$ cat src/core/brc_pkg.sv
package brc_pkg;

  // Register offsets on the serial control interface
  localparam logic [7:0] CONFIG_OFS  = 8'h01;
  localparam logic [7:0] VOUT_OFS    = 8'h03;
  localparam logic [7:0] LIMIT_OFS   = 8'h04;
  localparam logic [7:0] STATUS_OFS  = 8'h05;

  // Reset values
  localparam logic [7:0] CONFIG_RST  = 8'h09;
  localparam logic [4:0] VOUT_RST    = 5'h0B;
  localparam logic       LIMOFF_RST  = 1'b0;
  localparam logic       SOFT_RST    = 1'b1;
  localparam logic [3:0] LEVEL_RST   = 4'hD;
  localparam logic [7:0] READ_ZERO   = 8'h00;

  // Field positions and widths
  localparam int VOUT_W     = 5;
  localparam int LEVEL_W    = 4;
  localparam int LIMOFF_BIT = 5;
  localparam int SOFT_BIT   = 4;
  localparam int OPER_LSB   = 5;
  localparam int OPER_MSB   = 6;

  // Status bit positions
  localparam int ST_THERMAL = 7;
  localparam int ST_HOT     = 6;
  localparam int ST_MODUL   = 5;
  localparam int ST_CONV    = 4;
  localparam int ST_BYPLIM  = 3;
  localparam int ST_BSTLIM  = 2;
  localparam int ST_FAULT   = 1;
  localparam int ST_RANGE   = 0;

  // Operation field code that forces pass-through
  localparam logic [1:0] OPER_FORCE_BYPASS = 2'h2;

  // Current figures in mA
  localparam int MA_W = 13;
  localparam logic [12:0] MA_BASE   = 13'h05DC; // 1500 mA at code 1000
  localparam logic [12:0] MA_STEP   = 13'h01F4; // 500 mA per code
  localparam logic [12:0] MA_SOFT   = 13'h04E2; // 1250 mA soft-start clamp
  localparam logic [12:0] MA_DEFLT  = 13'h0FA0; // 4000 mA

  // Boost limit qualification time
  localparam int CLK_HZ         = 50_000_000;
  localparam int BOOST_LIM_US   = 1500;
  localparam int BOOST_LIM_CYC  = (CLK_HZ / 1_000_000) * BOOST_LIM_US;

endpackage : brc_pkg

$ cat src/core/brc_sync.sv
`timescale 1ns/1ps
// Three-stage synchroniser per bit; output moves once stages two
// and three agree, so a single metastable sample never counts.
module brc_sync #(
  parameter int WIDTH = 1
) (
  // Clock and reset
  input  wire logic             clk,
  input  wire logic             rst,
  // Asynchronous inputs and their clean copies
  input  wire logic [WIDTH-1:0] async_in,
  output logic      [WIDTH-1:0] sync_out
);

  genvar i;
  generate
    for (i = 0; i < WIDTH; i++) begin : g_bit
      logic s1;
      logic s2;
      logic s3;
      // Stage one feeds only stage two
      always_ff @(posedge clk) begin
        if (rst) begin
          s1          <= 1'b0;
          s2          <= 1'b0;
          s3          <= 1'b0;
          sync_out[i] <= 1'b0;
        end else begin
          s1 <= async_in[i];
          s2 <= s1;
          s3 <= s2;
          if (s2 == s3) begin
            sync_out[i] <= s3;
          end
        end
      end
    end
  endgenerate

endmodule : brc_sync

$ cat src/core/brc_sticky.sv
`timescale 1ns/1ps
// Clear-on-read event flags; a set in the clearing cycle wins
module brc_sticky #(
  parameter int WIDTH = 1
) (
  // Clock and reset
  input  wire logic             clk,
  input  wire logic             rst,
  // Events, clear strobe and held flags
  input  wire logic [WIDTH-1:0] set,
  input  wire logic             clr,
  output logic      [WIDTH-1:0] flag
);

  genvar i;
  generate
    for (i = 0; i < WIDTH; i++) begin : g_flag
      always_ff @(posedge clk) begin
        if (rst) begin
          flag[i] <= 1'b0;
        end else begin
          flag[i] <= set[i] | (flag[i] & ~clr);
        end
      end
    end
  endgenerate

endmodule : brc_sticky

$ cat src/core/brc_regs.sv
`timescale 1ns/1ps
module brc_regs #(
  parameter int BOOST_CYC = brc_pkg::BOOST_LIM_CYC
) (
  // Clock and reset
  input  wire logic        clk,
  input  wire logic        rst,
  // Register port from the serial control front end
  input  wire logic [7:0]  reg_addr,
  input  wire logic        reg_wr,
  input  wire logic [7:0]  reg_wdata,
  input  wire logic        reg_rd,
  output logic      [7:0]  reg_rdata,
  // Pins
  input  wire logic        enable_pin,
  input  wire logic        bypass_request_pin_n,
  // Analog stage indications, asynchronous
  input  wire logic        thermal_trip_raw,
  input  wire logic        die_hot_raw,
  input  wire logic        pwm_active_raw,
  input  wire logic        switching_raw,
  input  wire logic        bypass_limit_raw,
  input  wire logic        boost_limit_raw,
  input  wire logic        fault_raw,
  input  wire logic        output_ok_raw,
  // Controls to the power stage
  output logic [4:0]       vout_code,
  output logic             limit_disable,
  output logic             soft_start_clamp,
  output logic [3:0]       limit_level,
  output logic [12:0]      limit_ma,
  output logic [12:0]      softstart_ma,
  output logic             level_reserved,
  output logic             force_bypass,
  output logic [1:0]       operation_mode,
  output logic             output_in_range
);

  // Synchronised inputs
  logic [9:0] sync_v;
  logic       en_s;
  logic       byp_n_s;
  logic       thermal_s;
  logic       die_hot_flag;
  logic       modulation_state;
  logic       conversion_state;
  logic       byplim_s;
  logic       bstlim_s;
  logic       fault_s;
  logic       ok_s;

  brc_sync #(
    .WIDTH (10)
  ) u_sync (
    .clk      (clk),
    .rst      (rst),
    .async_in ({enable_pin, bypass_request_pin_n, thermal_trip_raw,
                die_hot_raw, pwm_active_raw, switching_raw,
                bypass_limit_raw, boost_limit_raw, fault_raw,
                output_ok_raw}),
    .sync_out (sync_v)
  );

  // Unpack the clean copies
  assign {en_s, byp_n_s, thermal_s, die_hot_flag, modulation_state,
          conversion_state, byplim_s, bstlim_s, fault_s, ok_s} = sync_v;

  // Address decode
  wire sel_cfg  = (reg_addr == brc_pkg::CONFIG_OFS);
  wire sel_vout = (reg_addr == brc_pkg::VOUT_OFS);
  wire sel_lim  = (reg_addr == brc_pkg::LIMIT_OFS);
  wire sel_stat = (reg_addr == brc_pkg::STATUS_OFS);
  wire wr_cfg   = reg_wr & sel_cfg;
  wire wr_vout  = reg_wr & sel_vout;
  wire wr_lim   = reg_wr & sel_lim;
  wire rd_stat  = reg_rd & sel_stat;

  // Writable registers
  logic [7:0] config_reg;
  logic       soft_start;

  // Configuration register, stored whole
  always_ff @(posedge clk) begin
    if (rst) begin
      config_reg <= brc_pkg::CONFIG_RST;
    end else if (wr_cfg) begin
      config_reg <= reg_wdata;
    end
  end

  // Ceiling code; reserved upper bits are not stored
  always_ff @(posedge clk) begin
    if (rst) begin
      vout_code <= brc_pkg::VOUT_RST;
    end else if (wr_vout) begin
      vout_code <= reg_wdata[brc_pkg::VOUT_W-1:0];
    end
  end

  // Current limit and soft-start register
  always_ff @(posedge clk) begin
    if (rst) begin
      limit_disable <= brc_pkg::LIMOFF_RST;
      soft_start    <= brc_pkg::SOFT_RST;
      limit_level   <= brc_pkg::LEVEL_RST;
    end else if (wr_lim) begin
      limit_disable <= reg_wdata[brc_pkg::LIMOFF_BIT];
      soft_start    <= reg_wdata[brc_pkg::SOFT_BIT];
      limit_level   <= reg_wdata[brc_pkg::LEVEL_W-1:0];
    end
  end

  assign soft_start_clamp = soft_start;

  // Level decode; reserved codes fall back to the reset level so a
  // stray write cannot leave the stage with no sensible limit
  wire [12:0] step_ma   = 13'(brc_pkg::MA_STEP * limit_level[2:0]);
  wire [12:0] level_ma  = 13'(brc_pkg::MA_BASE + step_ma);
  assign level_reserved = ~limit_level[3];
  assign limit_ma       = level_reserved ? brc_pkg::MA_DEFLT
                                         : level_ma;
  assign softstart_ma   = soft_start ? brc_pkg::MA_SOFT
                                     : limit_ma;

  // Forced pass-through only counts while the part is enabled
  assign operation_mode =
    config_reg[brc_pkg::OPER_MSB:brc_pkg::OPER_LSB];
  assign force_bypass   = en_s &
    (operation_mode == brc_pkg::OPER_FORCE_BYPASS);

  // Boost limit must persist before it is reported
  localparam int CNT_W = $clog2(BOOST_CYC + 1);
  localparam logic [CNT_W-1:0] CNT_END = CNT_W'(BOOST_CYC);
  logic [CNT_W-1:0] boost_cnt;
  logic [CNT_W-1:0] next_boost_cnt;
  wire boost_mode  = conversion_state & ~force_bypass;
  wire boost_lim_on = bstlim_s & boost_mode;
  wire boost_hit   = boost_lim_on & (boost_cnt == CNT_END - 1'b1);

  // Saturate so one long episode reports once
  assign next_boost_cnt = !boost_lim_on        ? '0 :
                          (boost_cnt == CNT_END) ? boost_cnt :
                          boost_cnt + 1'b1;

  always_ff @(posedge clk) begin
    if (rst) begin
      boost_cnt <= '0;
    end else begin
      boost_cnt <= next_boost_cnt;
    end
  end

  // Event flags; held while the condition persists (boost limit only until a read), cleared by a read
  logic [3:0] flags;
  brc_sticky #(
    .WIDTH (4)
  ) u_sticky (
    .clk  (clk),
    .rst  (rst),
    .set  ({thermal_s, byplim_s, boost_hit, fault_s}),
    .clr  (rd_stat),
    .flag (flags)
  );

  wire thermal_trip_flag = flags[3];
  wire bypass_limit_flag = flags[2];
  wire boost_limit_flag  = flags[1];
  wire fault_flag        = flags[0];

  // Range indication forced high during pass-through
  assign output_in_range = ok_s | force_bypass;

  // Status image; live bits taken as they stand
  logic [7:0] status_word;
  always_comb begin
    status_word                      = brc_pkg::READ_ZERO;
    status_word[brc_pkg::ST_THERMAL] = thermal_trip_flag;
    status_word[brc_pkg::ST_HOT]     = die_hot_flag;
    status_word[brc_pkg::ST_MODUL]   = modulation_state;
    status_word[brc_pkg::ST_CONV]    = conversion_state;
    status_word[brc_pkg::ST_BYPLIM]  = bypass_limit_flag;
    status_word[brc_pkg::ST_BSTLIM]  = boost_limit_flag;
    status_word[brc_pkg::ST_FAULT]   = fault_flag;
    status_word[brc_pkg::ST_RANGE]   = output_in_range;
  end

  // Read mux; unmapped offsets read zero
  wire [7:0] vout_word = {3'h0, vout_code};
  wire [7:0] lim_word  = {2'h0, limit_disable, soft_start, limit_level};
  wire [7:0] next_rdata = sel_cfg  ? config_reg :
                          sel_vout ? vout_word  :
                          sel_lim  ? lim_word   :
                          sel_stat ? status_word :
                          brc_pkg::READ_ZERO;

  // Read data captured before the clear lands
  always_ff @(posedge clk) begin
    if (rst) begin
      reg_rdata <= brc_pkg::READ_ZERO;
    end else if (reg_rd) begin
      reg_rdata <= next_rdata;
    end
  end

  // Pin kept for a future hardware bypass path; only synchronised now
  wire unused_byp = byp_n_s;
endmodule : brc_regs

$ cat config.mk
export PLATFORM = sky130hd
export DESIGN_NAME = brc_regs
export DESIGN_NICKNAME = d
export VERILOG_FILES = /design/src/core/brc_pkg.sv /design/src/core/brc_sync.sv /design/src/core/brc_sticky.sv /design/src/core/brc_regs.sv
export SDC_FILE = /design/constraint.sdc
export NUM_CORES = 1
export LEC_CHECK = 0
export BUFFER_PORTS_ARGS = -buffer_cell sky130_fd_sc_hd__buf_2
export CORE_MARGIN = 1
export CORE_UTILIZATION = 30
export CTS_CLUSTER_DIAMETER = 60
export CTS_CLUSTER_SIZE = 40
export DETAILED_ROUTE_END_ITERATION = 8
export HOLD_SLACK_MARGIN = 0.1
export PLACE_DENSITY = 0.58
export SLEW_MARGIN = 15
export SYNTH_ARGS = -nofsm -noshare
export SYNTH_HDL_FRONTEND = slang
export SYNTH_SLANG_ARGS = --single-unit
$ cat constraint.sdc
create_clock -name clk -period 3.8 [get_ports clk]
set_clock_uncertainty 0.05 [all_clocks]
set_input_delay 0.38 -clock clk [delete_from_list [all_inputs] [get_ports clk]]
set_output_delay 0.38 -clock clk [all_outputs]
set_load 0.1 [all_outputs]
==> run_summary.xml, run 1 <==
<?xml version="1.0" encoding="UTF-8"?>
<metrics>
  <group name="outcome">
    <metric name="outcome" unit="">finished clean</metric>
  </group>
  <group name="timing">
    <metric name="hold_viol_final" unit="">0</metric>
    <metric name="post-route-min-period" unit="ns">3.64</metric>
    <metric name="final_max_slew_viol_count" unit="">0</metric>
    <metric name="timing.final.crit_share" unit="">0.957</metric>
    <metric name="max-slew-margin-rel" unit="">0.332</metric>
    <metric name="holdWs" unit="ns">0.199</metric>
    <metric name="setup_viol" unit="">0</metric>
    <metric name="fmax" unit="MHz">275</metric>
    <metric name="setup_repair_after_global_routing_missed_its_margin" unit="">false</metric>
    <metric name="tightestPinTransition" unit="ns">1.00</metric>
  </group>
  <group name="routing">
    <metric name="drc" unit="">0</metric>
    <metric name="postRouteAntennaNets" unit="">0</metric>
    <metric name="routedWlPerCell" unit="µm">12.3</metric>
    <metric name="detail_route.iter0.violations" unit="">157</metric>
    <metric name="drt_pre_antenna_iters" unit="">5</metric>
    <metric name="route.detailed.vias_per_inst" unit="">4.58</metric>
    <metric name="wirelength" unit="µm">8360</metric>
    <metric name="vias" unit="">3108</metric>
  </group>
  <group name="global_routing">
    <metric name="global_routing_s_busiest_layer" unit="">met2</metric>
    <metric name="antenna_found_initial" unit="">0</metric>
    <metric name="grt_overflow_total" unit="">0</metric>
    <metric name="grt_use_met2" unit="">0.232</metric>
    <metric name="grt_max_degree" unit="">63</metric>
    <metric name="gr-usage-met1" unit="">0.175</metric>
    <metric name="grt_util_all_layers" unit="">0.138</metric>
    <metric name="grt_first_pass_wirelength" unit="µm">14200</metric>
    <metric name="grt_pass1_vias" unit="">2942</metric>
    <metric name="globalRouteMet3Util" unit="">0.0265</metric>
  </group>
  <group name="die">
    <metric name="die-height" unit="µm">115</metric>
    <metric name="design.die.area" unit="µm²">13100</metric>
    <metric name="initial_utilization" unit="">0.313</metric>
    <metric name="floorplan.core_area" unit="µm²">12200</metric>
    <metric name="row_count" unit="">40</metric>
    <metric name="io-pin-count" unit="">80</metric>
    <metric name="die_w" unit="µm">115</metric>
  </group>
  <group name="clock_tree">
    <metric name="clkSlewWorstSetupHoldPaths" unit="ns">0.06</metric>
    <metric name="cts_tree" unit="">done</metric>
    <metric name="tritoncts_buffer_count" unit="">9</metric>
    <metric name="clock-root-buffer" unit="">sky130_fd_sc_hd__clkbuf_16</metric>
    <metric name="worst_skew_pair.late_latency" unit="ns">0.33</metric>
    <metric name="cts.sinks" unit="">84</metric>
    <metric name="max-clock-path-buffers" unit="">2</metric>
    <metric name="number_of_levels_in_the_clock_h_tree" unit="">3</metric>
  </group>
  <group name="power">
    <metric name="part_of_the_power_in_registers" unit="">0.491</metric>
    <metric name="power-per-cell-area" unit="nW/µm²">376</metric>
    <metric name="cellInternalPower" unit="mW">1.39</metric>
    <metric name="comb_power_share" unit="">0.060</metric>
    <metric name="power.share.clock" unit="">0.449</metric>
    <metric name="power_leakage" unit="nW">1.99</metric>
    <metric name="power.ir.vdd_worst" unit="µV">201</metric>
    <metric name="switching_share" unit="">0.237</metric>
    <metric name="net-switching-power" unit="mW">0.432</metric>
    <metric name="design_power_total" unit="mW">1.82</metric>
  </group>
  <group name="yosys">
    <metric name="netlist_instances" unit="">427</metric>
    <metric name="yosysSeqAreaShare" unit="">0.442</metric>
    <metric name="synthesized_area_divided_by_synthesized_cell_count" unit="µm²">8.90</metric>
    <metric name="synth_area" unit="µm²">3800</metric>
    <metric name="synth_cell_types" unit="">52</metric>
    <metric name="synth.most_common_cell" unit="">sky130_fd_sc_hd__dfxtp_1</metric>
    <metric name="ys_ff_latch" unit="">84</metric>
    <metric name="ys_warn_count" unit="">0</metric>
    <metric name="synth_top_cell_area_share" unit="">0.442</metric>
    <metric name="synth_top_cells_by_area" unit="">sky130_fd_sc_hd__dfxtp_1 44%, sky130_fd_sc_hd__nor2b_1 5.4%, sky130_fd_sc_hd__nor2_1 4.3%, sky130_fd_sc_hd__nand2_1 4.1%, sky130_fd_sc_hd__ha_1 3.9%</metric>
    <metric name="synth.top_cells.by_count" unit="">84 x sky130_fd_sc_hd__dfxtp_1, 44 x sky130_fd_sc_hd__nor2_1, 42 x sky130_fd_sc_hd__nand2_1, 33 x sky130_fd_sc_hd__nor2b_1, 25 x sky130_fd_sc_hd__a21oi_1</metric>
    <metric name="ys_dominant_reg_cell" unit="">sky130_fd_sc_hd__dfxtp_1</metric>
    <metric name="async_reset_ff_frac" unit="">0</metric>
    <metric name="synth.largest_area_cell" unit="">sky130_fd_sc_hd__dfxtp_1</metric>
    <metric name="edff_count_synth" unit="">0</metric>
  </group>
  <group name="min_path">
    <metric name="hold_path_class" unit="">in -&gt; reg</metric>
  </group>
  <group name="layout">
    <metric name="fin_nets" unit="">551</metric>
    <metric name="largest_register" unit="">boost_cnt</metric>
    <metric name="fin_area" unit="µm²">4850</metric>
    <metric name="area_growth" unit="%">27.5</metric>
    <metric name="drive_gt1_frac" unit="">0.269</metric>
    <metric name="max_ffs_per_register" unit="">17</metric>
    <metric name="antenna-diode-count" unit="">0</metric>
  </group>
  <group name="placement">
    <metric name="port_buffers" unit="">75</metric>
    <metric name="hpwl" unit="µm">6070</metric>
    <metric name="finalWeightedCongestion" unit="">0.746</metric>
    <metric name="postPlaceCellArea" unit="µm²">4460</metric>
  </group>
  <group name="setup_path">
    <metric name="worstPathArrival" unit="ns">3.21</metric>
    <metric name="timing.critical_path.fanout_max" unit="">9</metric>
    <metric name="critical_path_class" unit="">reg -&gt; out</metric>
    <metric name="worst_setup_path_start_kind" unit="">register</metric>
    <metric name="worstPathRequired" unit="ns">3.37</metric>
    <metric name="setup.worst_path.end_class" unit="">primary output</metric>
  </group>
  <group name="job">
    <metric name="max-cap-violations" unit="">0</metric>
  </group>
</metrics>
worst max-delay path: stages (launching register included):
cell                         delay [ns]
sky130_fd_sc_hd__dfxtp_4           0.42
sky130_fd_sc_hd__clkinvlp_4        0.14
sky130_fd_sc_hd__ha_4              0.30
sky130_fd_sc_hd__ha_1              0.20
sky130_fd_sc_hd__inv_1             0.07
sky130_fd_sc_hd__fa_2              0.35
sky130_fd_sc_hd__fa_1              0.53
sky130_fd_sc_hd__nand2_1           0.08
sky130_fd_sc_hd__a21oi_2           0.17
sky130_fd_sc_hd__xor2_1            0.17
sky130_fd_sc_hd__buf_4             0.15
sky130_fd_sc_hd__nand2_1           0.05
sky130_fd_sc_hd__buf_4             0.26
worst paths after layout:
check / from / to / slack [ns] / depth (start not counted)
worst max register to register: boost_cnt[8] / boost_cnt[1] / 1.68 / 5
worst min-delay path: die_hot_raw / u_sync.g_bit[6].s1 / 0.20 / 2
worst min register to register: u_sync.g_bit[3].s1 / u_sync.g_bit[3].s2 / 0.39 / 1
worst max-delay path: limit_level[1] / limit_ma[8] / 0.16 / 12
cells by family after synthesis:
| group | Yosys count | share of synthesized area |
|---|---|---|
| AND/OR/NAND/NOR | 170 | 0.233 |
| flip-flops | 84 | 0.442 |
| AO/OA/AOI/OAI | 75 | 0.120 |
| buffers and inverters | 44 | 0.0517 |
| XOR/XNOR | 21 | 0.0484 |
| adder cells (fa/ha/maj) | 16 | 0.0605 |
| multiplexers | 16 | 0.0428 |
| other | 1 | 0.000986 |
power by group through the flow:
stage	sequential (mW)	clock, mW	combinational, mW
after detailed placement	0.916	0	0.108
after CTS	0.896	0.844	0.109
final	0.896	0.820	0.109
after global routing	0.897	0.890	0.118
after global placement	0.915	0	0.107
after floorplan	0.917	0	0.0761
metrics by stage:
stage | util | std cells | worst slack, ns | TNS, ns
final | 0.399 | 678 | 0.164 | 0
after global placement | 0.367 | 654 | 0.324 | 0
after detailed placement | 0.367 | 654 | 0.264 | 0
after floorplan | - | 429 | -0.132 | -0.132
after global routing | 0.399 | 678 | 0.00756 | 0
after CTS | 0.392 | 672 | 0.0111 | 0
repair_timing:
| action | CTS | global route |
|---|---|---|
| gates resized for setup | 3 | 7 |
| buffers inserted | 2 | 6 |
| pin swaps | 2 | 2 |
| hold buffers | 0 | 0 |
| setup endpoints to repair | 6 | 10 |
per-layer routing:
layer	part of all wire	wire [µm]
met5	0	0
met3	0.044	367
met1	0.46	3890
met4	0.012	104
met2	0.48	4000
cell type report:
type | instances | area [µm²]
Tap cell | 168 | 210
Sequential cell | 84 | 1690
Fill cell | 1244 | 7310
Clock inverter | 6 | 45.0
Inverter | 24 | 95.1
Timing Repair Buffer | 85 | 531
Multi-Input combinational cell | 301 | 2040
Clock buffer | 10 | 239
placed cells by master, fill, tap and decap left out, types with 14 or more instances in the layout:
| master | instances |
|---|---|
| sky130_fd_sc_hd__mux2i_1 | 14 |
| sky130_fd_sc_hd__dfxtp_1 | 81 |
| sky130_fd_sc_hd__nor2b_1 | 32 |
| sky130_fd_sc_hd__buf_2 | 68 |
| sky130_fd_sc_hd__a21oi_1 | 19 |
| sky130_fd_sc_hd__xor2_1 | 14 |
| sky130_fd_sc_hd__nor2_1 | 41 |
| sky130_fd_sc_hd__nand2_1 | 41 |
| sky130_fd_sc_hd__inv_1 | 22 |
| sky130_fd_sc_hd__o21ai_0 | 22 |
No activity file was read; power rests on OpenSTA's default activity.
==> run 2: changes to the inputs <==
--- a/config.mk
+++ b/config.mk
@@ -6,6 +6,7 @@
 export NUM_CORES = 1
 export LEC_CHECK = 0
 export BUFFER_PORTS_ARGS = -buffer_cell sky130_fd_sc_hd__buf_2
+export CORE_ASPECT_RATIO = 1.5
 export CORE_MARGIN = 1
 export CORE_UTILIZATION = 30
 export CTS_CLUSTER_DIAMETER = 60
==> run 2 against run 1 <==
  * Worst setup slack got worse by 0.075 ns
  * Utilization decreased by 1.1 points
  * Clock power increased by 14%
  * Critical path depth decreased by 3
  * First-iteration DRC count decreased by 20%
==> run_summary.xml, run 2 (synthesis results as in run 1) <==
<?xml version="1.0" encoding="UTF-8"?>
<metrics>
  <group name="global_routing">
    <metric name="grt_first_pass_wirelength" unit="µm">14100</metric>
    <metric name="antenna_found_initial" unit="">0</metric>
    <metric name="grt_util_all_layers" unit="">0.138</metric>
    <metric name="grt_pass1_vias" unit="">2948</metric>
    <metric name="grt_max_degree" unit="">63</metric>
    <metric name="grt_overflow_total" unit="">0</metric>
  </group>
  <group name="die">
    <metric name="initial_utilization" unit="">0.305</metric>
    <metric name="floorplan.core_area" unit="µm²">12400</metric>
    <metric name="die_w" unit="µm">93.9</metric>
    <metric name="row_count" unit="">50</metric>
    <metric name="design.die.area" unit="µm²">13100</metric>
    <metric name="die-height" unit="µm">140</metric>
    <metric name="io-pin-count" unit="">80</metric>
  </group>
  <group name="routing">
    <metric name="drc" unit="">0</metric>
    <metric name="vias" unit="">3080</metric>
    <metric name="routedWlPerCell" unit="µm">13.1</metric>
    <metric name="postRouteAntennaNets" unit="">0</metric>
    <metric name="route.detailed.vias_per_inst" unit="">4.66</metric>
    <metric name="detail_route.iter0.violations" unit="">126</metric>
    <metric name="drt_pre_antenna_iters" unit="">4</metric>
    <metric name="wirelength" unit="µm">8660</metric>
  </group>
  <group name="setup_path">
    <metric name="worst_setup_path_start_kind" unit="">register</metric>
    <metric name="critPathMaxStageDelay" unit="ns">0.59</metric>
    <metric name="r2r_cells" unit="">5</metric>
    <metric name="critical_path_buffer_and_inverter_count" unit="">2</metric>
    <metric name="worst_path_dominant_cell_family" unit="">adder cells</metric>
    <metric name="setup.worst_path.end_class" unit="">primary output</metric>
    <metric name="worstPathRequired" unit="ns">3.37</metric>
    <metric name="timing.critical_path.fanout_max" unit="">5</metric>
    <metric name="timing.critical_path.cells" unit="">fa_1, inv_1, fa_2, fa_1, nand2_1, a21oi_2, xor2_1, nand2_1, buf_4</metric>
    <metric name="crit_path_top_delay_cell" unit="">sky130_fd_sc_hd__fa_1</metric>
    <metric name="critical_path_class" unit="">reg -&gt; out</metric>
    <metric name="worstPathArrival" unit="ns">3.28</metric>
    <metric name="critical_path_cell_count" unit="">9</metric>
  </group>
  <group name="layout">
    <metric name="num-fill-cells" unit="">1223</metric>
    <metric name="fin_area" unit="µm²">4820</metric>
    <metric name="antenna-diode-count" unit="">0</metric>
    <metric name="seqCellArea" unit="µm²">1690</metric>
    <metric name="fin_nets" unit="">546</metric>
    <metric name="multi_input_area" unit="µm²">2030</metric>
    <metric name="drive_gt1_frac" unit="">0.257</metric>
    <metric name="mostFrequentLayoutCell" unit="">sky130_fd_sc_hd__dfxtp_1</metric>
    <metric name="max_ffs_per_register" unit="">17</metric>
    <metric name="finalCoreUtilization" unit="">0.387</metric>
    <metric name="mostFrequentLayoutCells" unit="">81 x sky130_fd_sc_hd__dfxtp_1, 68 x sky130_fd_sc_hd__buf_2, 41 x sky130_fd_sc_hd__nand2_1, 41 x sky130_fd_sc_hd__nor2_1, 32 x sky130_fd_sc_hd__nor2b_1</metric>
    <metric name="largest_register" unit="">boost_cnt</metric>
    <metric name="area_growth" unit="%">26.8</metric>
  </group>
  <group name="timing">
    <metric name="final_max_slew_viol_count" unit="">0</metric>
    <metric name="setup_repair_after_global_routing_missed_its_margin" unit="">true</metric>
    <metric name="post-route-min-period" unit="ns">3.71</metric>
    <metric name="max-slew-margin-rel" unit="">0.340</metric>
    <metric name="hold_viol_final" unit="">0</metric>
    <metric name="tightestPinTransition" unit="ns">0.988</metric>
    <metric name="timing.final.crit_share" unit="">0.976</metric>
    <metric name="setup_viol" unit="">0</metric>
    <metric name="fmax" unit="MHz">270</metric>
  </group>
  <group name="min_path">
    <metric name="timing.hold.worst_path_depth" unit="">2</metric>
    <metric name="hold_path_class" unit="">in -&gt; reg</metric>
  </group>
  <group name="clock_tree">
    <metric name="clock-root-buffer" unit="">sky130_fd_sc_hd__clkbuf_16</metric>
    <metric name="cts_tree" unit="">done</metric>
    <metric name="cts-hold-fix-buffers" unit="">0</metric>
    <metric name="number_of_levels_in_the_clock_h_tree" unit="">3</metric>
    <metric name="worst_skew_pair.late_latency" unit="ns">0.34</metric>
    <metric name="tritoncts_buffer_count" unit="">9</metric>
    <metric name="max-clock-path-buffers" unit="">2</metric>
    <metric name="cts.sinks" unit="">84</metric>
    <metric name="clkSlewWorstSetupHoldPaths" unit="ns">0.07</metric>
  </group>
  <group name="power">
    <metric name="power-per-cell-area" unit="nW/µm²">403</metric>
    <metric name="power.ir.vdd_worst" unit="µV">340</metric>
    <metric name="power_leakage" unit="nW">1.98</metric>
  </group>
  <group name="placement">
    <metric name="hpwl" unit="µm">6550</metric>
    <metric name="port_buffers" unit="">75</metric>
    <metric name="postPlaceCellArea" unit="µm²">4430</metric>
    <metric name="finalWeightedCongestion" unit="">0.843</metric>
  </group>
  <group name="job">
    <metric name="max-cap-violations" unit="">0</metric>
  </group>
  <group name="outcome">
    <metric name="outcome" unit="">finished clean</metric>
  </group>
</metrics>
-- run 2: changes by cell type in the layout (fill, tap and decap cells not counted) --
cell | before | now
sky130_fd_sc_hd__buf_4 | 11 | 7
sky130_fd_sc_hd__inv_4 | 1 | 0
sky130_fd_sc_hd__bufinv_16 | 0 | 2
sky130_fd_sc_hd__buf_12 | 5 | 4
sky130_fd_sc_hd__inv_6 | 2 | 0
sky130_fd_sc_hd__clkbuf_1 | 0 | 1
sky130_fd_sc_hd__clkinv_4 | 0 | 2
sky130_fd_sc_hd__inv_2 | 0 | 1
sky130_fd_sc_hd__inv_8 | 1 | 0
sky130_fd_sc_hd__fa_1 | 2 | 3
sky130_fd_sc_hd__fa_2 | 2 | 1
sky130_fd_sc_hd__clkinv_2 | 3 | 1
-- run 2: metrics by stage --
step	setup slack, ns	hold WS, ns	std cells	power (mW)	setup TNS, ns
after floorplan	-0.132	0.364	429	0.993	-0.132
after global placement	0.327	0.368	642	1.02	0
after detailed placement	0.255	0.370	642	1.02	0
after CTS	0.00124	0.193	660	1.97	0
after global routing	-0.0256	0.196	661	2.02	-0.0256
final	0.0897	0.202	661	1.94	0
-- run 2: worst paths after layout --
| kind | start | to | slack [ns] |
|---|---|---|---|
| setup / recovery | limit_level[0] | limit_ma[8] | 0.09 |
| hold reg to reg | u_sync.g_bit[6].s1 | u_sync.g_bit[6].s2 | 0.39 |
| hold / removal | fault_raw | u_sync.g_bit[1].s1 | 0.20 |
| setup reg to reg | boost_cnt[8] | boost_cnt[1] | 1.65 |
-- run 2: worst reg2reg max path, stage by stage, from the launching register on --
cell,delay (ns)
sky130_fd_sc_hd__dfxtp_1,0.36
sky130_fd_sc_hd__or4b_1,0.54
sky130_fd_sc_hd__nor4_1,0.45
sky130_fd_sc_hd__and4b_2,0.34
sky130_fd_sc_hd__mux2i_1,0.21
sky130_fd_sc_hd__nor2_1,0.06
-- run 2: layer usage --
layer,track usage,vias up,routed length (µm)
li1,-,1575,-
met1,0.151,1402,3540
met2,0.243,85,4420
met3,0.0311,18,387
met4,0.0729,0,313
met5,0,-,0
-- run 2: final cells by class --
cell class / instances / share of cell area
clock inverter: 5 / 0.0177
clock buffer: 11 / 0.0504
inverter: 24 / 0.0190
multi-input combinational: 301 / 0.422
tap: 156 / 0.0405
sequential: 84 / 0.351
timing repair buffer: 80 / 0.0997
-- run 2: what timing repair did --
action / 4_1_cts / 5_1_grt
cloned: 0 / 0
endpoints found under the setup margin: 7 / 8
pin swaps: 2 / 3
buffers inserted: 2 / 1
resized for setup: 4 / 6
-- run 2: power breakdown --
part | switching, mW | total [mW] | internal, mW
Combinational | 0.0749 | 0.108 | 0.0333
Clock | 0.342 | 0.937 | 0.596
Sequential | 0.00459 | 0.896 | 0.892
==> run 3: changes to the inputs <==
--- a/config.mk
+++ b/config.mk
@@ -13,7 +13,7 @@
 export CTS_CLUSTER_SIZE = 40
 export DETAILED_ROUTE_END_ITERATION = 8
 export HOLD_SLACK_MARGIN = 0.1
-export PLACE_DENSITY = 0.58
+export PLACE_DENSITY = 0.55
 export SLEW_MARGIN = 15
 export SYNTH_ARGS = -nofsm -noshare
 export SYNTH_HDL_FRONTEND = slang
==> run 3 against run 2 <==
  * Worst setup slack better by 0.020 ns
  * Worst hold slack better by 0.0014 ns
  * Highest routed layer unchanged
  * Count of clock-buffer cells in the layout unchanged
  * Power up 4.3%
  * Critical path type unchanged
  * Largest power group unchanged
  * Clock power up 9%
  * Largest cell class unchanged
  * Non-clock buffer count up 2
  * Critical endpoint is now softstart_ma[8]
==> run_summary.xml, run 3 (synthesis results as in run 1) <==
<?xml version="1.0" encoding="UTF-8"?>
<metrics>
  <group name="outcome">
    <metric name="outcome" unit="">finished clean</metric>
  </group>
  <group name="die">
    <metric name="die_w" unit="µm">93.9</metric>
    <metric name="row_count" unit="">50</metric>
    <metric name="floorplan.core_area" unit="µm²">12400</metric>
    <metric name="die-height" unit="µm">140</metric>
    <metric name="initial_utilization" unit="">0.305</metric>
    <metric name="io-pin-count" unit="">80</metric>
    <metric name="design.die.area" unit="µm²">13100</metric>
  </group>
  <group name="layout">
    <metric name="mostFrequentLayoutCell" unit="">sky130_fd_sc_hd__dfxtp_1</metric>
    <metric name="largest_register" unit="">boost_cnt</metric>
    <metric name="fin_area" unit="µm²">4860</metric>
    <metric name="layoutNonFillerInstCount" unit="">663</metric>
    <metric name="area_growth" unit="%">27.9</metric>
    <metric name="drive_gt1_frac" unit="">0.262</metric>
    <metric name="finalCoreUtilization" unit="">0.391</metric>
    <metric name="mostFrequentLayoutCells" unit="">81 x sky130_fd_sc_hd__dfxtp_1, 70 x sky130_fd_sc_hd__buf_2, 41 x sky130_fd_sc_hd__nand2_1, 41 x sky130_fd_sc_hd__nor2_1, 32 x sky130_fd_sc_hd__nor2b_1</metric>
    <metric name="max_ffs_per_register" unit="">17</metric>
    <metric name="fin_nets" unit="">548</metric>
    <metric name="antenna-diode-count" unit="">0</metric>
  </group>
  <group name="setup_path">
    <metric name="setup.worst_path.end_class" unit="">primary output</metric>
    <metric name="timing.critical_path.fanout_max" unit="">10</metric>
    <metric name="worstPathRequired" unit="ns">3.37</metric>
    <metric name="critical_path_class" unit="">reg -&gt; out</metric>
    <metric name="worstPathArrival" unit="ns">3.26</metric>
    <metric name="worst_setup_path_start_kind" unit="">register</metric>
  </group>
  <group name="timing">
    <metric name="postLayoutSetupSlackWorst" unit="ns">0.110</metric>
    <metric name="timing.final.crit_share" unit="">0.971</metric>
    <metric name="hold_viol_final" unit="">0</metric>
    <metric name="post-route-min-period" unit="ns">3.69</metric>
    <metric name="setup_viol" unit="">0</metric>
    <metric name="final_max_slew_viol_count" unit="">0</metric>
    <metric name="holdWs" unit="ns">0.204</metric>
    <metric name="fmax" unit="MHz">271</metric>
    <metric name="tns" unit="ns">0</metric>
    <metric name="tightestPinTransition" unit="ns">0.988</metric>
    <metric name="max-slew-margin-rel" unit="">0.340</metric>
  </group>
  <group name="clock_tree">
    <metric name="clock-root-buffer" unit="">sky130_fd_sc_hd__clkbuf_16</metric>
    <metric name="number_of_levels_in_the_clock_h_tree" unit="">3</metric>
    <metric name="clkSlewWorstSetupHoldPaths" unit="ns">0.06</metric>
    <metric name="max-clock-path-buffers" unit="">2</metric>
    <metric name="cts_tree" unit="">done</metric>
    <metric name="cts-hold-fix-buffers" unit="">0</metric>
    <metric name="worst_skew_pair.late_latency" unit="ns">0.34</metric>
    <metric name="cts.sinks" unit="">84</metric>
    <metric name="tritoncts_buffer_count" unit="">9</metric>
  </group>
  <group name="min_path">
    <metric name="hold_path_class" unit="">in -&gt; reg</metric>
  </group>
  <group name="placement">
    <metric name="place_ws" unit="ns">0.276</metric>
    <metric name="placed_cells_incl_taps" unit="">642</metric>
    <metric name="hpwl" unit="µm">6580</metric>
    <metric name="finalWeightedCongestion" unit="">0.803</metric>
    <metric name="port_buffers" unit="">75</metric>
    <metric name="postPlaceCellArea" unit="µm²">4430</metric>
  </group>
  <group name="routing">
    <metric name="routedWlPerCell" unit="µm">13.1</metric>
    <metric name="route.detailed.vias_per_inst" unit="">4.73</metric>
    <metric name="vias" unit="">3138</metric>
    <metric name="wirelength" unit="µm">8680</metric>
    <metric name="drt_pre_antenna_iters" unit="">4</metric>
    <metric name="postRouteAntennaNets" unit="">0</metric>
    <metric name="detail_route.iter0.violations" unit="">108</metric>
    <metric name="drc" unit="">0</metric>
  </group>
  <group name="job">
    <metric name="max-cap-violations" unit="">0</metric>
  </group>
  <group name="global_routing">
    <metric name="grt_max_degree" unit="">63</metric>
    <metric name="antenna_found_initial" unit="">0</metric>
    <metric name="grt_pass1_vias" unit="">3089</metric>
    <metric name="grt_util_all_layers" unit="">0.140</metric>
    <metric name="grt_first_pass_wirelength" unit="µm">14400</metric>
    <metric name="grt_overflow_total" unit="">0</metric>
  </group>
  <group name="power">
    <metric name="power.ir.vdd_worst" unit="µV">287</metric>
    <metric name="design_power_total" unit="mW">2.03</metric>
    <metric name="power-per-cell-area" unit="nW/µm²">416</metric>
    <metric name="power_leakage" unit="nW">2.01</metric>
  </group>
</metrics>
run 3: what timing repair did:
action / 4_1_cts / 5_1_grt
pin swaps: 1 / 2
buffers inserted: 2 / 3
resized for setup: 3 / 5
setup endpoints to repair: 7 / 10
cloned: 0 / 0
run 3: per-layer routing:
metal / global-route usage / wire (µm) / vias to the layer above
met5: 0 / 0 / -
met4: 0.0769 / 303 / 0
met3: 0.0284 / 366 / 15
met2: 0.250 / 4480 / 74
met1: 0.151 / 3540 / 1468
li1: - / - / 1581
run 3: worst paths after layout:
| kind | to | slack, ns | depth (start not counted) | start |
|---|---|---|---|---|
| worst max-delay path | softstart_ma[8] | 0.11 | 10 | limit_level[1] |
| worst max register to register | boost_cnt[1] | 1.81 | 5 | boost_cnt[8] |
| worst min-delay path | u_sync.g_bit[9].s1 | 0.20 | 2 | enable_pin |
| worst min register to register | u_sync.g_bit[0].s2 | 0.39 | 1 | u_sync.g_bit[0].s1 |
run 3: power breakdown:
group	total, mW	internal [mW]	switching (mW)
clock network	1.02	0.683	0.337
registers	0.896	0.892	0.00462
logic	0.109	0.0337	0.0753
total	2.03	1.61	0.417
run 3: layout make-up:
type	instances	area [µm²]
repair buffers	82	490
well taps	156	195
flip-flops and latches	84	1690
multi-input cells	301	2040
fillers	1273	7590
clock buffers	11	254
clock inverters	5	105
inverters	24	91.3
run 3: worst max-delay path, stage by stage, from the launching register on:
cell                      delay [ns]
sky130_fd_sc_hd__dfxtp_4        0.38
sky130_fd_sc_hd__fa_1           0.61
sky130_fd_sc_hd__inv_2          0.08
sky130_fd_sc_hd__fa_2           0.40
sky130_fd_sc_hd__fa_1           0.54
sky130_fd_sc_hd__nand2_1        0.08
sky130_fd_sc_hd__a21oi_2        0.15
sky130_fd_sc_hd__xor2_1         0.10
sky130_fd_sc_hd__buf_4          0.17
sky130_fd_sc_hd__a21oi_4        0.11
sky130_fd_sc_hd__buf_4          0.31
